File: src/inc/bridge_misc_pkg.sv
// Constants shared by the bridge miscellaneous configuration register bank
package bridge_misc_pkg;
	// ------------------------------------------------------------
	// Register indices (byte address is four times the index)
	// ------------------------------------------------------------
	localparam int unsigned IDX_MISC_STATUS = 'h6a;
	localparam int unsigned IDX_FAST_DMA0 = 'h76;
	localparam int unsigned IDX_FAST_DMA1 = 'h77;
	localparam int unsigned IDX_IOAPIC_BASE = 'h80;
	localparam int unsigned IDX_IRQ_STATUS = 'ha0;
	localparam int unsigned IDX_IRQ_MASK = 'ha1;
	localparam int ADDR_W = 12;
	localparam logic [ADDR_W-1:0] ADDR_MISC_STATUS = ADDR_W'(IDX_MISC_STATUS * 4);
	localparam logic [ADDR_W-1:0] ADDR_FAST_DMA0 = ADDR_W'(IDX_FAST_DMA0 * 4);
	localparam logic [ADDR_W-1:0] ADDR_FAST_DMA1 = ADDR_W'(IDX_FAST_DMA1 * 4);
	localparam logic [ADDR_W-1:0] ADDR_IOAPIC_BASE = ADDR_W'(IDX_IOAPIC_BASE * 4);
	localparam logic [ADDR_W-1:0] ADDR_IRQ_STATUS = ADDR_W'(IDX_IRQ_STATUS * 4);
	localparam logic [ADDR_W-1:0] ADDR_IRQ_MASK = ADDR_W'(IDX_IRQ_MASK * 4);

	// ------------------------------------------------------------
	// Field positions and reset values
	// ------------------------------------------------------------
	localparam int SERR_TIMEOUT_BIT = 15;
	localparam int RETRY_EN_BIT = 7;
	localparam int FAST_EN_BIT = 7;
	localparam int A12_MASK_BIT = 6;
	localparam logic [15:0] MISC_RST = 16'h0000;
	localparam logic [7:0] FAST_DMA_RST = 8'h04;
	localparam logic [7:0] FAST_DMA_WMASK = 8'h87;
	localparam logic [7:0] FAST_DMA_ONES = 8'h08;
	localparam logic [7:0] IOAPIC_RST = 8'h00;
	localparam logic [7:0] IOAPIC_WMASK = 8'h7f;
	localparam logic [2:0] CHAN_DISABLED = 3'h4;
	localparam logic [15:0] IOAPIC_WINDOW_HI = 16'hfec0;

	// ------------------------------------------------------------
	// Interrupt sources
	// ------------------------------------------------------------
	localparam int IRQ_W = 2;
	localparam int IRQ_DISCARD = 0;
	localparam int IRQ_RETRY = 1;
	localparam logic [IRQ_W-1:0] IRQ_RST = 2'h0;

	// ------------------------------------------------------------
	// Timing (in PCI clocks)
	// ------------------------------------------------------------
	localparam int unsigned DISCARD_CLOCKS_DEF = 2 ** 15;
	localparam logic [31:0] CNT_RST = 32'h0000_0000;
endpackage : bridge_misc_pkg

File: src/design/bridge_misc_config_regs.sv
// Miscellaneous bridge configuration registers with APB access
// Function
// - Discard-timeout SERR sets status bit 15
// - Write one clears bit 15, zero keeps
// - Retry enable retries unlocked processor cycles
// - Only without pending delayed transaction, passive release
// - Retry disabled: processor cycles accepted normally
// - Two selectors pick fast type F channels
// - Bit 7 enables type F for chosen channel
// - Codes 0-3, 5-7 channels; 100 disabled
// - Selector bit 3 always reads one
// - Chip select matches address 15:12 to bits 5:2
// - Address 11:10 matches bits 1:0
// - Mask bit set ignores address bit 12
// - Mask bit clear compares address bit 12
// - Reset value selects base window locations
// - Discard timer expires after 2^15 idle clocks
//
// Added by the designer: the APB interface to the registers.
module bridge_misc_config_regs
	import bridge_misc_pkg::*;
#(
	parameter int unsigned DISCARD_CLOCKS = DISCARD_CLOCKS_DEF
) (
	input wire logic clk_sys,
	input wire logic nrst,
	input wire logic [ADDR_W-1:0] paddr,
	input wire logic psel,
	input wire logic penable,
	input wire logic pwrite,
	input wire logic [31:0] pwdata,
	input wire logic [3:0] pstrb,
	output logic [31:0] prdata,
	output logic pready,
	output logic pslverr,
	input wire logic dt_enable,
	input wire logic serr_on_timeout_enable,
	input wire logic dt_pending,
	input wire logic dt_retried,
	input wire logic passive_release_active,
	input wire logic cpu_cycle_valid,
	input wire logic cpu_cycle_locked,
	output logic cpu_retry_no_dt,
	output logic cpu_accept_normal,
	output logic dt_discard,
	output logic serr_req,
	output logic [7:0] fast_dma_chan_en,
	input wire logic pci_mem_valid,
	input wire logic [31:0] pci_addr,
	output logic ioapic_chip_select_n,
	output logic irq
);

	// ------------------------------------------------------------
	// Decode helpers
	// ------------------------------------------------------------
	function automatic logic [7:0] chan_onehot(input logic [7:0] sel);
		logic [7:0] oh;
		oh = 8'h00;
		if (sel[FAST_EN_BIT] && sel[2:0] != CHAN_DISABLED) begin
			oh[sel[2:0]] = 1'b1;
		end
		return oh;
	endfunction : chan_onehot

	// ------------------------------------------------------------
	// State
	// ------------------------------------------------------------
	logic serr_flag_q, serr_flag_d;
	logic retry_en_q;
	logic [7:0] dma0_q, dma1_q, apic_q;
	logic [IRQ_W-1:0] irq_stat_q, irq_stat_d, irq_mask_q;
	logic [31:0] prdata_q;
	logic [31:0] cnt_q;
	logic expired_q;
	logic serr_req_q, dt_discard_q, retry_q, accept_q;
	logic [7:0] chan_en_q;
	logic cs_n_q;

	// ------------------------------------------------------------
	// APB decode
	// ------------------------------------------------------------
	wire setup = psel && !penable;
	wire access = psel && penable;
	wire hit_misc = paddr == ADDR_MISC_STATUS;
	wire hit_dma0 = paddr == ADDR_FAST_DMA0;
	wire hit_dma1 = paddr == ADDR_FAST_DMA1;
	wire hit_apic = paddr == ADDR_IOAPIC_BASE;
	wire hit_ist = paddr == ADDR_IRQ_STATUS;
	wire hit_imask = paddr == ADDR_IRQ_MASK;
	wire mapped = hit_misc | hit_dma0 | hit_dma1 | hit_apic | hit_ist | hit_imask;
	wire wr = access && pwrite && mapped;
	wire wr_lo = wr && pstrb[0];
	wire wr_hi = wr && pstrb[1];
	wire rd_ist = access && !pwrite && hit_ist;

	// Reserved bits are simply never stored
	wire [15:0] misc_rd = {serr_flag_q, 7'h00, retry_en_q, 7'h00};
	wire [31:0] rd_word =
		hit_misc ? {16'h0000, misc_rd} :
		hit_dma0 ? {24'h000000, dma0_q | FAST_DMA_ONES} :
		hit_dma1 ? {24'h000000, dma1_q | FAST_DMA_ONES} :
		hit_apic ? {24'h000000, apic_q} :
		hit_ist ? {30'h0, irq_stat_q} :
		hit_imask ? {30'h0, irq_mask_q} : 32'h0000_0000;

	// One wait-free access phase; read data sampled at the setup edge
	assign pready = access;
	assign pslverr = access && !mapped;
	assign prdata = prdata_q;

	always_ff @(posedge clk_sys or negedge nrst) begin
		if (!nrst) begin
			prdata_q <= 32'h0000_0000;
		end else if (setup) begin
			prdata_q <= pwrite ? 32'h0000_0000 : rd_word;
		end
	end

	// ------------------------------------------------------------
	// Discard timer
	// ------------------------------------------------------------
	// Counts clocks since the master last retried; one pulse per stale transaction
	wire timing = dt_enable && dt_pending && !dt_retried && !expired_q;
	wire expire = timing && cnt_q == DISCARD_CLOCKS;

	always_ff @(posedge clk_sys or negedge nrst) begin
		if (!nrst) begin
			cnt_q <= CNT_RST;
			expired_q <= 1'b0;
		end else begin
			cnt_q <= timing ? cnt_q + 32'h1 : CNT_RST;
			expired_q <= dt_pending && !dt_retried && (expired_q || expire);
		end
	end

	// ------------------------------------------------------------
	// Miscellaneous status and control
	// ------------------------------------------------------------
	wire serr_set = expire && serr_on_timeout_enable;
	wire serr_w1c = wr_hi && hit_misc && pwdata[SERR_TIMEOUT_BIT];
	// A timeout in the clearing cycle still leaves the flag set
	assign serr_flag_d = (serr_flag_q && !serr_w1c) || serr_set;

	always_ff @(posedge clk_sys or negedge nrst) begin
		if (!nrst) begin
			serr_flag_q <= MISC_RST[SERR_TIMEOUT_BIT];
			retry_en_q <= MISC_RST[RETRY_EN_BIT];
		end else begin
			serr_flag_q <= serr_flag_d;
			if (wr_lo && hit_misc) begin
				retry_en_q <= pwdata[RETRY_EN_BIT];
			end
		end
	end

	// ------------------------------------------------------------
	// Processor cycle retry
	// ------------------------------------------------------------
	// Retry enable is trusted only with no delayed transaction pending and passive release on
	wire retry_now = cpu_cycle_valid && !cpu_cycle_locked && retry_en_q
		&& !dt_pending && passive_release_active;
	wire accept_now = cpu_cycle_valid && !retry_now;

	always_ff @(posedge clk_sys or negedge nrst) begin
		if (!nrst) begin
			retry_q <= 1'b0;
			accept_q <= 1'b0;
			serr_req_q <= 1'b0;
			dt_discard_q <= 1'b0;
		end else begin
			retry_q <= retry_now;
			accept_q <= accept_now;
			serr_req_q <= serr_set;
			dt_discard_q <= expire;
		end
	end

	assign cpu_retry_no_dt = retry_q;
	assign cpu_accept_normal = accept_q;
	assign serr_req = serr_req_q;
	assign dt_discard = dt_discard_q;

	// ------------------------------------------------------------
	// Fast type F DMA selectors
	// ------------------------------------------------------------
	always_ff @(posedge clk_sys or negedge nrst) begin
		if (!nrst) begin
			dma0_q <= FAST_DMA_RST;
			dma1_q <= FAST_DMA_RST;
		end else begin
			if (wr_lo && hit_dma0) begin
				dma0_q <= pwdata[7:0] & FAST_DMA_WMASK;
			end
			if (wr_lo && hit_dma1) begin
				dma1_q <= pwdata[7:0] & FAST_DMA_WMASK;
			end
		end
	end

	// Each selector names one channel; both may name the same one
	wire [7:0] chan_sel0 = chan_onehot(dma0_q);
	wire [7:0] chan_sel1 = chan_onehot(dma1_q);

	genvar ch;
	generate
		for (ch = 0; ch < 8; ch++) begin : g_chan
			always_ff @(posedge clk_sys or negedge nrst) begin
				if (!nrst) begin
					chan_en_q[ch] <= 1'b0;
				end else begin
					chan_en_q[ch] <= chan_sel0[ch] | chan_sel1[ch];
				end
			end
		end
	endgenerate

	assign fast_dma_chan_en = chan_en_q;

	// ------------------------------------------------------------
	// I/O APIC chip select
	// ------------------------------------------------------------
	always_ff @(posedge clk_sys or negedge nrst) begin
		if (!nrst) begin
			apic_q <= IOAPIC_RST;
		end else if (wr_lo && hit_apic) begin
			apic_q <= pwdata[7:0] & IOAPIC_WMASK;
		end
	end

	wire win_hit = pci_addr[31:16] == IOAPIC_WINDOW_HI && pci_addr[9:5] == 5'h00;
	wire x_hi_hit = pci_addr[15:13] == apic_q[5:3];
	wire a12_hit = apic_q[A12_MASK_BIT] || pci_addr[12] == apic_q[2];
	wire y_hit = pci_addr[11:10] == apic_q[1:0];
	// Two ranges share the select when masked; board logic splits them
	wire cs_hit = pci_mem_valid && win_hit && x_hi_hit && a12_hit && y_hit;

	always_ff @(posedge clk_sys or negedge nrst) begin
		if (!nrst) begin
			cs_n_q <= 1'b1;
		end else begin
			cs_n_q <= !cs_hit;
		end
	end

	assign ioapic_chip_select_n = cs_n_q;

	// ------------------------------------------------------------
	// Interrupts
	// ------------------------------------------------------------
	wire [IRQ_W-1:0] irq_set = {retry_now, expire};
	// Only bits that were returned to software are cleared by the read
	wire [IRQ_W-1:0] irq_clr = rd_ist ? prdata_q[IRQ_W-1:0] : IRQ_RST;
	assign irq_stat_d = (irq_stat_q & ~irq_clr) | irq_set;

	always_ff @(posedge clk_sys or negedge nrst) begin
		if (!nrst) begin
			irq_stat_q <= IRQ_RST;
			irq_mask_q <= IRQ_RST;
		end else begin
			irq_stat_q <= irq_stat_d;
			if (wr_lo && hit_imask) begin
				irq_mask_q <= pwdata[IRQ_W-1:0];
			end
		end
	end

	assign irq = |(irq_stat_q & irq_mask_q);
endmodule : bridge_misc_config_regs

File: config.mk
export PLATFORM = sky130hd
export DESIGN_NAME = bridge_misc_config_regs
export DESIGN_NICKNAME = d
export VERILOG_FILES = /design/src/inc/bridge_misc_pkg.sv /design/src/design/bridge_misc_config_regs.sv
export SDC_FILE = /design/constraint.sdc
export NUM_CORES = 1
export LEC_CHECK = 0
export BUFFER_PORTS_ARGS = -buffer_cell sky130_fd_sc_hd__buf_2
export CAP_MARGIN = 30
export CORE_ASPECT_RATIO = 0.8
export CORE_MARGIN = 5
export CORE_UTILIZATION = 54
export DETAILED_ROUTE_END_ITERATION = 8
export PLACE_DENSITY = 0.95
export REMOVE_ABC_BUFFERS = 1
export SLEW_MARGIN = 40
export SYNTH_ARGS = -nofsm -noshare
export SYNTH_HDL_FRONTEND = slang
export SYNTH_SLANG_ARGS = --single-unit
File: constraint.sdc
create_clock -name clk_sys -period 5.8 [get_ports clk_sys]
set_clock_uncertainty 0.05 [all_clocks]
set_input_delay 0.29 -clock clk_sys [delete_from_list [all_inputs] [get_ports clk_sys]]
set_output_delay 0.29 -clock clk_sys [all_outputs]
set_load 0.05 [all_outputs]
==> metrics.log <==
[metrics] Reg2Reg Depth: 5
[metrics] element type at the critical path start: flip-flop
[metrics] unrepaired setup endpoints after global routing: false
[metrics] worst hold slack: 0.1092 ns
[metrics] DRC violations left: 0
[metrics] Worst R2R Setup Slack: between 3 and 4 ns
[metrics] share of flip-flops with an asynchronous set or reset: 1.000
[metrics] number of warnings printed during yosys synthesis: 0
[metrics] number of flops mapped to enable cells by yosys: 0
[metrics] number of clock sinks seen by CTS: 76
[metrics] clock buffers created by TritonCTS: 9
[metrics] class of the most critical hold timing path: input port to flip-flop
[metrics] fraction of the yosys area taken by sequential cells: 0.4655
[metrics] relative area change from synthesis to final layout: 16.23%
[metrics] Hold EP: apic_q[6]$_DFFE_PN0P_
[metrics] vias post-DR: 3553
[metrics] DIE HEIGHT: around 88 microns
[metrics] Via-to-Cell Ratio: 5.882
[metrics] cell at the root of the clock tree: clkbuf_8
[metrics] Cell Rows: 28
[metrics] routed len/inst: 16.60 microns
[metrics] pin count of the biggest net entering global routing: 77
[metrics] clock transition time at the flip-flop clock pins of the worst setup and hold paths: around 0.080 ns
[metrics] cts repair resizes: 0
[metrics] I/O pin count: around 140
[metrics] total power of the final layout: about 0.0011 W
[metrics] fin. max-slew vios: 0
[metrics] clock latency on the worst-skew pair: 0.35 ns
[metrics] quantity of I/O buffers inserted on ports: 87
[metrics] status: finished, final reports clean
[metrics] CTS HTree Levels: 3
[metrics] actual transition at the worst max-transition pin: about 0.7 ns
[metrics] Crit path required time: ~6.0 ns
[metrics] gate count after technology mapping: 408
[metrics] time the worst path needs with I/O delays and setup: 2.372 ns
[metrics] Worst Setup End Kind: flip-flop
[metrics] Placer Congestion: 0.9192
[metrics] area of the die: approximately 9400 sq um
[metrics] Post-synth top flop: dfrtp_1
[metrics] total number of nets in the final design: 589
[metrics] number of diodes: 0
[metrics] synthesis-stage register bit count: 76
[metrics] DRT Pass-1 Iters: 5
[metrics] Antenna Nets Post-Route: 0
[metrics] Arrival @ worst endpoint: around 2.6 ns
[metrics] Detailed Place HPWL: 7284 microns
[metrics] most common library cell in the layout ignoring fill and taps: buf_2
[metrics] max cap viols: 0
[metrics] maximum operating frequency: 421.6 MHz
[metrics] post-CTS setup repair buffer count: 0
[metrics] headroom to the max-slew limit: 0.5257
[metrics] synthesized area per cell: 10.03 sq um
[metrics] path type of the worst setup path: flip-flop to flip-flop
[metrics] GR Util All Layers: 0.2145
[metrics] vias in the first global route: 3453
[metrics] Routed WL: 10030 microns
[metrics] first-pass GRT wire length: between 15000 and 20000 microns
[metrics] Core Footprint: around 7400 sq um
[metrics] reg-to-reg startpoint: cnt_q[0]$_DFF_PN0_
[metrics] post-route clock period utilization: 0.4090
[metrics] width of the die: 107.4 microns
[metrics] cell count of the worst hold path: 2
[metrics] share of post-route cells with drive strength above 1: 0.2725
[metrics] Starting DRT DRC Count: 392
[metrics] Initial Utilization: 0.5538
[metrics] cell area after synthesis: 4094 sq um
[metrics] Pwr per Cell Area: 221.0 nW/um^2
[metrics] Post-Route Setup TNS: 0 ns
[metrics] Max rail drop VDD: 161.4 uV
[metrics] highest-count cells in the layout ignoring fill and taps: buf_2, dfrtp_1, nand2_1
[metrics] CTS tree: done
[metrics] Remaining Overflow, GRT: 0
[metrics] initial antenna violation count: 0
[metrics] timing startpoint of the critical path: cnt_q[0]$_DFF_PN0_
[metrics] static power due to leakage: 2.165 nW
[metrics] end of the worst register-to-register path: cnt_q[30]$_DFF_PN0_
[metrics] worst min-delay path startpoint: pwdata[6]
[metrics] clk buf depth: 2
[metrics] hold-fix buffers at CTS: 1
[metrics] number of setup violations in the final report: 0
[metrics] number of different library cells in the post-synthesis netlist: 54
[metrics] final hold violation count: 0
[metrics] peak fanout along the critical path: 17
registers in the layout, summed over array words and instances (netlist names):
register / count
serr_flag_q: 1
dt_discard: 1
irq_stat_q: 2
cnt_q: 32
dma0_q: 4
ioapic_chip_select_n: 1
dma1_q: 4
prdata: 9
expired_q: 1
fast_dma_chan_en: 8
apic_q: 7
cpu_retry_no_dt: 1
retry_en_q: 1
serr_req: 1
cpu_accept_normal: 1
irq_mask_q: 2
worst max path at each step:
stage / endpoint / depth (start not counted)
2_1_floorplan: cnt_q[28]$_DFF_PN0_ / 5
3_3_place_gp: cnt_q[26]$_DFF_PN0_ / 5
3_5_place_dp: cnt_q[30]$_DFF_PN0_ / 5
4_1_cts: cnt_q[26]$_DFF_PN0_ / 5
5_1_grt: cnt_q[26]$_DFF_PN0_ / 5
6_report: cnt_q[30]$_DFF_PN0_ / 5
layout make-up:
| type | instances | area (sq um) |
|---|---|---|
| fillers | 583 | 2634 |
| clock buffers | 10 | 137.6 |
| well taps | 105 | 131.4 |
| multi-input cells | 303 | 1986 |
| inverters | 13 | 48.80 |
| flip-flops and latches | 76 | 1906 |
| repair buffers | 91 | 478.0 |
| clock inverters | 6 | 71.32 |
synthesized netlist by cell type, types with 3 or more instances:
master | number | area, sq um
o22ai_1 | 5 | 31.28
mux2_4 | 4 | 60.06
mux2_2 | 14 | 157.7
dfstp_2 | 3 | 78.83
nand4b_1 | 3 | 26.28
clkbuf_1 | 9 | 33.78
o21ai_0 | 12 | 60.06
or4_1 | 10 | 75.07
buf_2 | 4 | 20.02
buf_4 | 23 | 172.7
and2_1 | 4 | 25.02
xor2_1 | 5 | 43.79
mux2i_1 | 7 | 70.07
inv_1 | 13 | 48.80
a21oi_1 | 23 | 115.1
nor4b_1 | 6 | 52.55
nand4_1 | 16 | 100.1
or3_1 | 11 | 68.82
dfrtp_1 | 73 | 1827
nand2b_1 | 10 | 62.56
nand3_1 | 17 | 85.08
a22o_1 | 6 | 52.55
nor2_1 | 24 | 90.09
xnor2_1 | 10 | 87.58
nand2_1 | 26 | 97.59
and4_1 | 3 | 26.28
o31ai_1 | 13 | 97.59
o41ai_1 | 3 | 26.28
nor3_1 | 6 | 30.03
nor4_1 | 11 | 68.82
o32ai_1 | 3 | 26.28
and3_1 | 5 | 31.28
logic make-up after synthesis:
| logic type | count (synthesis) | synth area share |
|---|---|---|
| flops | 76 | 0.4655 |
| xor+xnor | 15 | 0.03209 |
| compound gates | 72 | 0.1152 |
| fa+ha+maj | 2 | 0.006111 |
| other cells | 1 | 0.0009160 |
| simple gates | 165 | 0.2378 |
| mux | 25 | 0.07029 |
| buf+inv | 52 | 0.07213 |
layer usage:
metal	GRT usage	wire length [microns]
met1	0.2785	4014
met5	0	0
met4	0.07798	219
met3	0.05011	692
met2	0.3560	5098
power breakdown:
group	leakage, nW	internal (W)	switching [W]
clock network	0.0991	0.000213	0.000206
logic	1.02	0.0000258	0.0000752
registers	1.04	0.000531	0.000000702
worst max-delay path, stage by stage (launching register included):
cell and delay [ns]:
dfrtp_1 0.40, ha_1 0.25, nand4_2 0.19, or3_1 0.66, or4_1 0.60, a21oi_1 0.15
through the flow:
step / utilization / std cells / setup WS, ns / area [sq um]
after global routing: 0.6437 / 604 / 3.308 / 4758
final: 0.6437 / 604 / 3.428 / 4758
after CTS: 0.6429 / 604 / 3.446 / 4752
after detailed placement: 0.6132 / 587 / 3.460 / 4533
after floorplan: - / 392 / 3.681 / 3934
after global placement: 0.6102 / 585 / 3.488 / 4511
Power figures use the tool's default switching activity.
